`config.mk`:
```
export PLATFORM = sky130hd
export DESIGN_NAME = pebw_host
export DESIGN_NICKNAME = d
export VERILOG_FILES = /design/src/shared/pebw_pkg.sv /design/src/pebw_host.sv /design/src/pebw_sync.sv
export SDC_FILE = /design/constraint.sdc
export NUM_CORES = 1
export LEC_CHECK = 0
export BUFFER_PORTS_ARGS = -buffer_cell sky130_fd_sc_hd__buf_2
export CORE_MARGIN = 2
export CORE_UTILIZATION = 56
export CTS_BUF_LIST = sky130_fd_sc_hd__clkbuf_16
export DETAILED_ROUTE_END_ITERATION = 12
export PLACE_DENSITY = 0.78
export SLEW_MARGIN = 10
export SYNTH_ARGS = -nofsm -noshare
export SYNTH_HDL_FRONTEND = slang
export SYNTH_SLANG_ARGS = --single-unit
```
`constraint.sdc`:
```
create_clock -name mclk -period 3.2 [get_ports mclk]
set_clock_uncertainty 0.1 [all_clocks]
set_input_delay 0.32 -clock mclk [delete_from_list [all_inputs] [get_ports mclk]]
set_output_delay 0.32 -clock mclk [all_outputs]
set_load 0.005 [all_outputs]
```
`src/shared/pebw_pkg.sv`:
```
// package: constants and types for the parallel eeprom host controller
package pebw_pkg;
	localparam int unsigned ADDR_W = 11;
	localparam int unsigned DATA_W = 8;
	localparam int unsigned CLK_PERIOD_NS = 40;
	// strobe low time: must exceed the 20 ns glitch filter and the 150 ns pulse minimum
	localparam int unsigned STROBE_NS = 200;
	localparam int unsigned STROBE_CYC = (STROBE_NS + CLK_PERIOD_NS - 1) / CLK_PERIOD_NS;
	// address and output enable setup before the strobe falls
	localparam int unsigned SETUP_NS = 20;
	localparam int unsigned SETUP_CYC = (SETUP_NS + CLK_PERIOD_NS - 1) / CLK_PERIOD_NS;
	// read access time, worst grade
	localparam int unsigned ACCESS_NS = 200;
	localparam int unsigned ACCESS_CYC = (ACCESS_NS + CLK_PERIOD_NS - 1) / CLK_PERIOD_NS;
	// power-up inhibit: host waits the longest figure before any write
	localparam int unsigned INIT_MS = 20;
	localparam int unsigned INIT_CYC = INIT_MS * 1000000 / CLK_PERIOD_NS;
	// worst-case self-timed write and chip erase pulse
	localparam int unsigned WRITE_MS = 10;
	localparam int unsigned WRITE_CYC = WRITE_MS * 1000000 / CLK_PERIOD_NS;
	localparam int unsigned ERASE_MS = 10;
	localparam int unsigned ERASE_CYC = ERASE_MS * 1000000 / CLK_PERIOD_NS;
	localparam int unsigned CNT_W = 24;
	localparam logic [1:0] OP_READ = 2'h0;
	localparam logic [1:0] OP_WRITE = 2'h1;
	localparam logic [1:0] OP_ERASE = 2'h2;
	typedef enum logic [6:0] {
		PEBW_INIT = 7'h01,
		PEBW_IDLE = 7'h02,
		PEBW_SETUP = 7'h04,
		PEBW_STROBE = 7'h08,
		PEBW_RDWAIT = 7'h10,
		PEBW_BUSY = 7'h20,
		PEBW_HOLD = 7'h40
	} pebw_state_t;
endpackage

```
`src/pebw_host.sv`:
```
// host controller driving a 2k x 8 parallel eeprom through its pins
//
// Overview of operation
// RQ1: write starts with chip and write enable low, output enable high.
// RQ2: device latches address when the later of the two enables falls.
// RQ3: device latches data when the earlier of the two enables rises.
// RQ4: device erases and programs the byte alone, no more host strobes.
// RQ5: while programming, reading the last byte gives inverted bit 7.
// RQ6: after programming ends, reads return true data on all lines.
// RQ7: device blocks writes while supply is below the trip level.
// RQ8: writes are ignored 5 to 20 ms after supply rises.
// RQ9: reads work normally during the power-up inhibit.
// RQ10: no write when output enable low or either enable high.
// RQ11: strobes under 20 ns are ignored; host strobes longer.
// RQ12: chip erase: chip enable low, output enable high voltage, 10 ms write pulse.
// RQ13: open-drain ready/busy held low for the whole internal write.
// RQ14: shared ready/busy line counts busy while any device pulls low.
// RQ15: device drives data only with output and chip enable low.
// RQ16: device floats data when chip or output enable is high.
// RQ17: chip enable high deselects into standby.
// RQ18: eleven address lines pick one byte location.
// RQ19: self-timed byte write finishes within 10 ms.
// RQ20: device ignores write strobes during an internal write.
`timescale 1ns/10ps
module pebw_host
	import pebw_pkg::*;
#(
	parameter int unsigned INIT_CYCLES = INIT_CYC,
	parameter int unsigned WRITE_CYCLES = WRITE_CYC,
	parameter int unsigned ERASE_CYCLES = ERASE_CYC
) (
	input wire logic mclk,
	input wire logic reset,
	input wire logic req_valid,
	output logic req_ready,
	input wire logic [1:0] req_op,
	input wire logic [ADDR_W-1:0] req_addr,
	input wire logic [DATA_W-1:0] req_wdata,
	output logic rsp_valid,
	output logic [DATA_W-1:0] rsp_rdata,
	output logic rsp_timeout,
	output logic [ADDR_W-1:0] byte_address_lines,
	output logic chip_en_n,
	output logic write_en_n,
	output logic out_en_n,
	output logic erase_hv_en,
	input wire logic [DATA_W-1:0] data_in,
	output logic [DATA_W-1:0] data_out,
	output logic data_oe,
	input wire logic ready_busy_n
);
	pebw_state_t state_reg;
	logic [CNT_W-1:0] cnt_reg;
	logic [1:0] op_reg;
	logic [DATA_W-1:0] wbyte_reg;
	logic [DATA_W-1:0] data_sync;
	logic rdy_sync;
	logic poll_done;

	// pins are asynchronous to mclk
	pebw_sync #(.W(DATA_W + 1)) u_sync (
		.mclk(mclk),
		.reset(reset),
		.async_in({ready_busy_n, data_in}),
		.sync_out({rdy_sync, data_sync})
	);

	// data_sync bit 7 shows true bit 7 and the shared line is released
	assign poll_done = rdy_sync && (data_sync[DATA_W-1] == wbyte_reg[DATA_W-1]); // see RQ5 RQ6 RQ14

	// accept requests only when idle, never during the inhibit or a write
	assign req_ready = (state_reg == PEBW_IDLE); // see RQ8 RQ20

	// main sequencer
	always_ff @(posedge mclk or posedge reset) begin
		if (reset) begin
			state_reg <= PEBW_INIT;
			cnt_reg <= '0;
		end else begin
			case (state_reg)
			PEBW_INIT: begin
				// wait out the longest power-up inhibit before any write
				if (cnt_reg >= CNT_W'(INIT_CYCLES - 1)) begin // see RQ8
					state_reg <= PEBW_IDLE;
					cnt_reg <= '0;
				end else begin
					cnt_reg <= cnt_reg + 1'b1;
				end
			end
			PEBW_IDLE: begin
				if (req_valid) begin
					state_reg <= PEBW_SETUP;
					cnt_reg <= '0;
				end
			end
			PEBW_SETUP: begin
				if (cnt_reg >= CNT_W'(SETUP_CYC - 1)) begin
					state_reg <= (op_reg == OP_READ) ? PEBW_RDWAIT : PEBW_STROBE;
					cnt_reg <= '0;
				end else begin
					cnt_reg <= cnt_reg + 1'b1;
				end
			end
			PEBW_STROBE: begin
				// erase pulse is long, byte strobe well above the glitch filter;
				// cycle 0 only lowers the strobe, so the count runs one further
				if (cnt_reg >= ((op_reg == OP_ERASE) ? CNT_W'(ERASE_CYCLES)
						: CNT_W'(STROBE_CYC))) begin // see RQ11 RQ12
					state_reg <= (op_reg == OP_ERASE) ? PEBW_HOLD : PEBW_BUSY;
					cnt_reg <= '0;
				end else begin
					cnt_reg <= cnt_reg + 1'b1;
				end
			end
			PEBW_RDWAIT: begin
				if (cnt_reg >= CNT_W'(ACCESS_CYC + 1)) begin // covers sync delay
					state_reg <= PEBW_HOLD;
					cnt_reg <= '0;
				end else begin
					cnt_reg <= cnt_reg + 1'b1;
				end
			end
			PEBW_BUSY: begin
				// poll until done; give up after the worst-case write time
				if (cnt_reg > CNT_W'(SETUP_CYC + 2) && poll_done) begin // see RQ13
					state_reg <= PEBW_HOLD;
					cnt_reg <= '0;
				end else if (cnt_reg >= CNT_W'(WRITE_CYCLES - 1)) begin // see RQ19
					state_reg <= PEBW_HOLD;
					cnt_reg <= '0;
				end else begin
					cnt_reg <= cnt_reg + 1'b1;
				end
			end
			PEBW_HOLD: begin
				state_reg <= PEBW_IDLE;
				cnt_reg <= '0;
			end
			default: begin
				state_reg <= PEBW_INIT;
				cnt_reg <= '0;
			end
			endcase
		end
	end

	// request capture
	always_ff @(posedge mclk or posedge reset) begin
		if (reset) begin
			op_reg <= OP_READ;
			wbyte_reg <= '0;
			byte_address_lines <= '0;
		end else if (state_reg == PEBW_IDLE && req_valid) begin
			op_reg <= req_op;
			wbyte_reg <= req_wdata;
			byte_address_lines <= req_addr; // see RQ18
		end
	end

	// pin drive; address and data stay put across both strobe edges
	always_ff @(posedge mclk or posedge reset) begin
		if (reset) begin
			chip_en_n <= 1'b1;
			write_en_n <= 1'b1;
			out_en_n <= 1'b1;
			erase_hv_en <= 1'b0;
			data_out <= '0;
			data_oe <= 1'b0;
		end else begin
			case (state_reg)
			PEBW_SETUP: begin
				chip_en_n <= 1'b0;
				// output enable high before write enable falls
				out_en_n <= (op_reg == OP_READ) ? 1'b0 : 1'b1; // see RQ1 RQ10
				erase_hv_en <= (op_reg == OP_ERASE); // see RQ12
				data_out <= wbyte_reg; // see RQ3
				data_oe <= (op_reg == OP_WRITE);
				write_en_n <= 1'b1;
			end
			PEBW_STROBE: begin
				// we-controlled: chip enable already low, so address latches here
				write_en_n <= (cnt_reg >= ((op_reg == OP_ERASE) ? CNT_W'(ERASE_CYCLES)
						: CNT_W'(STROBE_CYC))); // see RQ2 RQ3 RQ12
			end
			PEBW_RDWAIT: begin
				// host never drives while the device may
				data_oe <= 1'b0; // see RQ15 RQ16
				out_en_n <= 1'b0; // see RQ9
			end
			PEBW_BUSY: begin
				// release the bus and poll with read cycles only
				write_en_n <= 1'b1; // see RQ4 RQ20
				data_oe <= 1'b0;
				out_en_n <= 1'b0; // see RQ5
				chip_en_n <= 1'b0;
			end
			default: begin
				// idle: deselect into standby
				chip_en_n <= 1'b1; // see RQ17
				write_en_n <= 1'b1;
				out_en_n <= 1'b1;
				erase_hv_en <= 1'b0;
				data_oe <= 1'b0;
			end
			endcase
		end
	end

	// answer to the user, one cycle
	always_ff @(posedge mclk or posedge reset) begin
		if (reset) begin
			rsp_valid <= 1'b0;
			rsp_rdata <= '0;
			rsp_timeout <= 1'b0;
		end else begin
			rsp_valid <= 1'b0;
			if (state_reg == PEBW_RDWAIT && cnt_reg >= CNT_W'(ACCESS_CYC + 1)) begin
				rsp_valid <= 1'b1;
				rsp_rdata <= data_sync; // see RQ6
				rsp_timeout <= 1'b0;
			end else if (state_reg == PEBW_BUSY && cnt_reg > CNT_W'(SETUP_CYC + 2)
					&& poll_done) begin
				rsp_valid <= 1'b1;
				rsp_timeout <= 1'b0;
			end else if (state_reg == PEBW_BUSY && cnt_reg >= CNT_W'(WRITE_CYCLES - 1)) begin
				rsp_valid <= 1'b1;
				rsp_timeout <= 1'b1;
			end else if (state_reg == PEBW_STROBE && op_reg == OP_ERASE
					&& cnt_reg >= CNT_W'(ERASE_CYCLES)) begin
				rsp_valid <= 1'b1;
				rsp_timeout <= 1'b0;
			end
		end
	end

	// write enable never falls with output enable low
	chk_write_oe_high: assert property (@(posedge mclk) disable iff (reset) // see RQ1 RQ10
		$fell(write_en_n) |-> (out_en_n && !chip_en_n))
		else $error("write strobe with output enable low");

	// byte strobe lasts exactly the strobe count
	chk_strobe_width: assert property (@(posedge mclk) disable iff (reset) // see RQ11
		($fell(write_en_n) && !erase_hv_en) |-> !write_en_n [*5] ##1 write_en_n)
		else $error("byte write strobe width wrong");

	// no drive while device output is enabled
	chk_bus_contention: assert property (@(posedge mclk) disable iff (reset) // see RQ15 RQ16
		!(data_oe && !out_en_n))
		else $error("host drives data while device outputs");

	// address stable through the strobe
	chk_addr_stable: assert property (@(posedge mclk) disable iff (reset) // see RQ2 RQ3
		(!write_en_n && !$fell(write_en_n)) |-> $stable(byte_address_lines) && $stable(data_out))
		else $error("address or data moved during strobe");

	// no strobe during the power-up inhibit
	chk_init_nowrite: assert property (@(posedge mclk) disable iff (reset) // see RQ8
		(state_reg == PEBW_INIT) |-> (write_en_n && chip_en_n && !req_ready))
		else $error("access during power-up inhibit");

	// polling holds write enable high
	chk_poll_nostrobe: assert property (@(posedge mclk) disable iff (reset) // see RQ4 RQ20
		(state_reg == PEBW_BUSY) |=> (write_en_n && !data_oe))
		else $error("strobe during internal write");

	// done only when line released and true bit 7 seen
	chk_poll_done: assert property (@(posedge mclk) disable iff (reset) // see RQ5 RQ14
		(rsp_valid && !rsp_timeout && $past(state_reg) == PEBW_BUSY) |->
			$past(rdy_sync) && $past(poll_done))
		else $error("write reported done while busy");

	// erase raises high voltage only with chip enable low
	chk_erase_hv: assert property (@(posedge mclk) disable iff (reset) // see RQ12
		erase_hv_en |-> (!chip_en_n && out_en_n))
		else $error("erase voltage without chip selected");

	// idle deselects the chip
	chk_idle_standby: assert property (@(posedge mclk) disable iff (reset) // see RQ17
		(state_reg == PEBW_IDLE && $past(state_reg) == PEBW_IDLE) |-> chip_en_n)
		else $error("chip selected while idle");
endmodule

```
`src/pebw_sync.sv`:
```
// two-flop synchroniser for pins entering the mclk domain
`timescale 1ns/10ps
module pebw_sync #(
	parameter int unsigned W = 1
) (
	input wire logic mclk,
	input wire logic reset,
	input wire logic [W-1:0] async_in,
	output logic [W-1:0] sync_out
);
	logic [W-1:0] meta_reg;

	// first stage only feeds the second stage
	always_ff @(posedge mclk or posedge reset) begin
		if (reset) begin
			meta_reg <= '0;
			sync_out <= '0;
		end else begin
			meta_reg <= async_in;
			sync_out <= meta_reg;
		end
	end
endmodule

```
==> parameters.txt <==
Parameter                              Value

Run status
  Status ... complete, but fails checks
  Violations in the final reports ... hold timing

Global routing
  Pin count of the biggest net entering global routing ... ~50
  First-pass GRT wire length ... around 16000 um
  Combined global-route utilization of all metal layers ... between 20% and 30%
  Vias in the first global route ... approximately 3300
  Leftover overflow at the end of global routing ... 0
  Antenna violations before repair ... 0

Layout
  Final design utilization ... a little over two thirds
  Max FFs per register ... 24
  Share of final-layout standard cells stronger than drive strength 1 ... between 30% and 40%
  Final instance area ... between 0.005 and 0.006 mm2
  Non-filler cells in the finished layout ... 556
  Area growth from synthesis to final layout ... 20.1%
  ANT cells ... 0
  NumNets Final ... 496
  Filler instances ... slightly below 500

Run
  Maximum capacitance violations ... 0

Timing
  Smallest hold slack ... -0.000174 ns
  Upper clock frequency limit ... between 300 and 400 MHz
  Number of hold violations in the final report ... 2
  Worst Max-Slew Pin Slew ... between 0.8 and 0.9 ns
  Total count of max-transition violations in the final report ... 0
  Final Cycle Share ... between 90 and 100%
  Number of setup violations in the final report ... 0
  Unrepaired setup endpoints after global routing ... false
  Tightest slew margin relative to the limit ... roughly 45%
  Time the final worst path needs with I/O delays and setup ... between 2 and 3 ns
  Summed negative setup slack over all endpoints ... 0 ns

Pwr
  Power per unit of standard cell area ... between 600 and 700 mW/mm2
  Maximum VDD drop ... 0.484 mV
  Static Leak ... about 2.5 nW

Clock tree
  Clock slew seen by the registers of the worst setup and hold paths ... 0.07 ns
  Library cell used as clock root buffer ... sky130_fd_sc_hd__clkbuf_16
  Number of buffers created by CTS ... 9
  Sinks on the clock net ... 93
  Maximum level of the CTS H-tree ... 3
  Maximum clock insertion buffer count ... 2
  Clock latency on the worst-skew pair ... ~0.34 ns
  CTS tree ... built

Synthesis
  Number of different library cells in the post-synthesis netlist ... 56
  Total nets after synthesis ... 416
  Dominant register cell in the synthesized netlist ... sky130_fd_sc_hd__dfrtp_1
  Mean instance size in the synthesized netlist ... about 12 um2
  Cell types occupying the most area after synthesis ... sky130_fd_sc_hd__dfrtp_1, sky130_fd_sc_hd__mux2_2, sky130_fd_sc_hd__ha_1
  Netlist area before placement ... between 0.004 and 0.005 mm2
  Post-Syn Instances ... between 300 and 400
  Most frequently used cell type in the post-synthesis netlist ... sky130_fd_sc_hd__dfrtp_1
  Number of flops mapped to enable cells by yosys ... 0
  Ys Warns ... 0
  Post-synthesis cell type with the largest combined area ... sky130_fd_sc_hd__dfrtp_1
  Top cell types by occurrence after synthesis ... sky130_fd_sc_hd__dfrtp_1, sky130_fd_sc_hd__mux2_2, sky130_fd_sc_hd__nand2_1, sky130_fd_sc_hd__o21ai_0
  Flop and latch count out of synthesis ... between 90 and 100
  Proportion of netlist area held by the largest area contributor ... around half
  Post-synth ARST share ... between 90% and 100%
  Sequential fraction of the synthesis area ... between 50% and 60%

Drt
  Pre-Repair DR Iteration Count ... 6
  Number of DRC violations after detailed-routing iteration 0 ... ~350
  Drt total wl ... 9490 um
  Remaining antenna violation count ... 0
  Detailed-route DRC error count ... 0
  Avg WL per Cell ... approximately 17 um
  Vias post-DR ... about 3300
  Number of vias per cell after detailed routing ... between 5 and 6

Placement
  Cell area reported after detailed placement ... roughly 0.0047 mm2
  Gp weighted congestion ... just over 0.9
  Number of buffers added on ports ... 67
  Placed Cells incl. Taps ... about 530
  Hpwl dp ... between 6000 and 7000 um

Setup path
  Worst R2R Path Depth ... 8
  Maximum net fanout on the critical path ... 11
  Critical Path End Type ... flop
  Crit Path Class ... reg2reg
  Crit path required time ... between 3 and 4 ns
  Startpoint Class ... flop
  Arrival time reported for the critical path endpoint ... between 3 and 4 ns

Floorplanning
  Placement row count ... 31
  Placeable core region ... approximately 0.0073 mm2
  Number of top-level pins ... roughly 70
  Die outline width ... 91.5 um
  Height of the die ... approximately 92 um
  Starting density of the core ... between 50% and 60%
  Die area ... approximately 0.0084 mm2

Worst hold path
  Hold WC Path Type ... in2async
## per-layer routing
layer | vias up | share of wire (%) | track usage, %
li1 | 1513 | - | -
met1 | 1616 | 42 | 32.2
met2 | 151 | 48 | 37.8
met3 | 28 | 6.9 | 6.14
met4 | 0 | 2.9 | 10.5
met5 | - | 0 | 0
## final cells by class
type	instances	area, um2	share of cell area (%)
Multi-Input combinational cell	251	1850	35.9
Clock buffer	9	225	4.37
Timing Repair Buffer	89	523	10.1
Tap cell	99	124	2.40
Inverter	8	31.3	0.607
Sequential cell	93	2330	45.3
Clock inverter	7	70.1	1.36
## cells in the final DEF (no fill, tap or decap), drive strengths merged, types with 10 or more instances in the layout
cell   count
dfrtp     89
buf       80
mux2      37
nand2     36
o21ai     20
nor2      14
ha        11
and2      11
a21oi     10
inv       10
## critical path: stages, from the launching register on
cell and delay [ns]:
sky130_fd_sc_hd__dfrtp_1 0.41, sky130_fd_sc_hd__nand2b_2 0.32, sky130_fd_sc_hd__ha_1 0.35, sky130_fd_sc_hd__o21a_1 0.11
sky130_fd_sc_hd__o21a_1 0.15, sky130_fd_sc_hd__o311ai_0 0.59, sky130_fd_sc_hd__a221oi_2 0.21, sky130_fd_sc_hd__and2_2 0.37
sky130_fd_sc_hd__o31ai_2 0.24
## power breakdown
group          switching, mW  internal (mW)  total, mW  leakage (nW)
logic                  0.458          0.434      0.892          1.16
registers              0.142           1.39       1.53          1.20
clock network          0.491          0.548       1.04         0.142
total                   1.09           2.37       3.46          2.49
## path summary, 6_finish.rpt
check	endpoint	slack [ns]	startpoint
max	cnt_reg[5]	0.26	op_reg[0]
min	u_sync.meta_reg[6]	-0.0002	reset
max reg2reg	cnt_reg[5]	0.26	op_reg[0]
min reg2reg	u_sync.sync_out[6]	0.25	u_sync.meta_reg[6]
max in group asynchronous	rsp_rdata[3]	2.28	reset
min in group mclk	byte_address_lines[0]	0.10	req_addr[0]
## timing repair
action	CTS	global route
hold buffers	9	0
setup endpoints to repair	0	18
gates resized for setup	0	3
buffers inserted	0	2
endpoints found under the hold margin	9	0
## kinds of logic after synthesis
logic type	share of synthesized area, %
AOI/OAI and AO/OA	12.2
xor gates and xnor gates	1.63
adders and majority gates	3.21
buffers and inverters	2.71
DFF	54.4
muxes	9.94
and+or+nand+nor	15.9
## stage by stage
stage,power (mW),setup WS [ns]
4_1_cts,3.45,0.0485
3_5_place_dp,2.40,0.0806
2_1_floorplan,2.10,0.366
6_report,3.46,0.258
3_3_place_gp,2.34,0.250
5_1_grt,3.64,0.127
No activity file was read; power rests on OpenSTA's default activity.
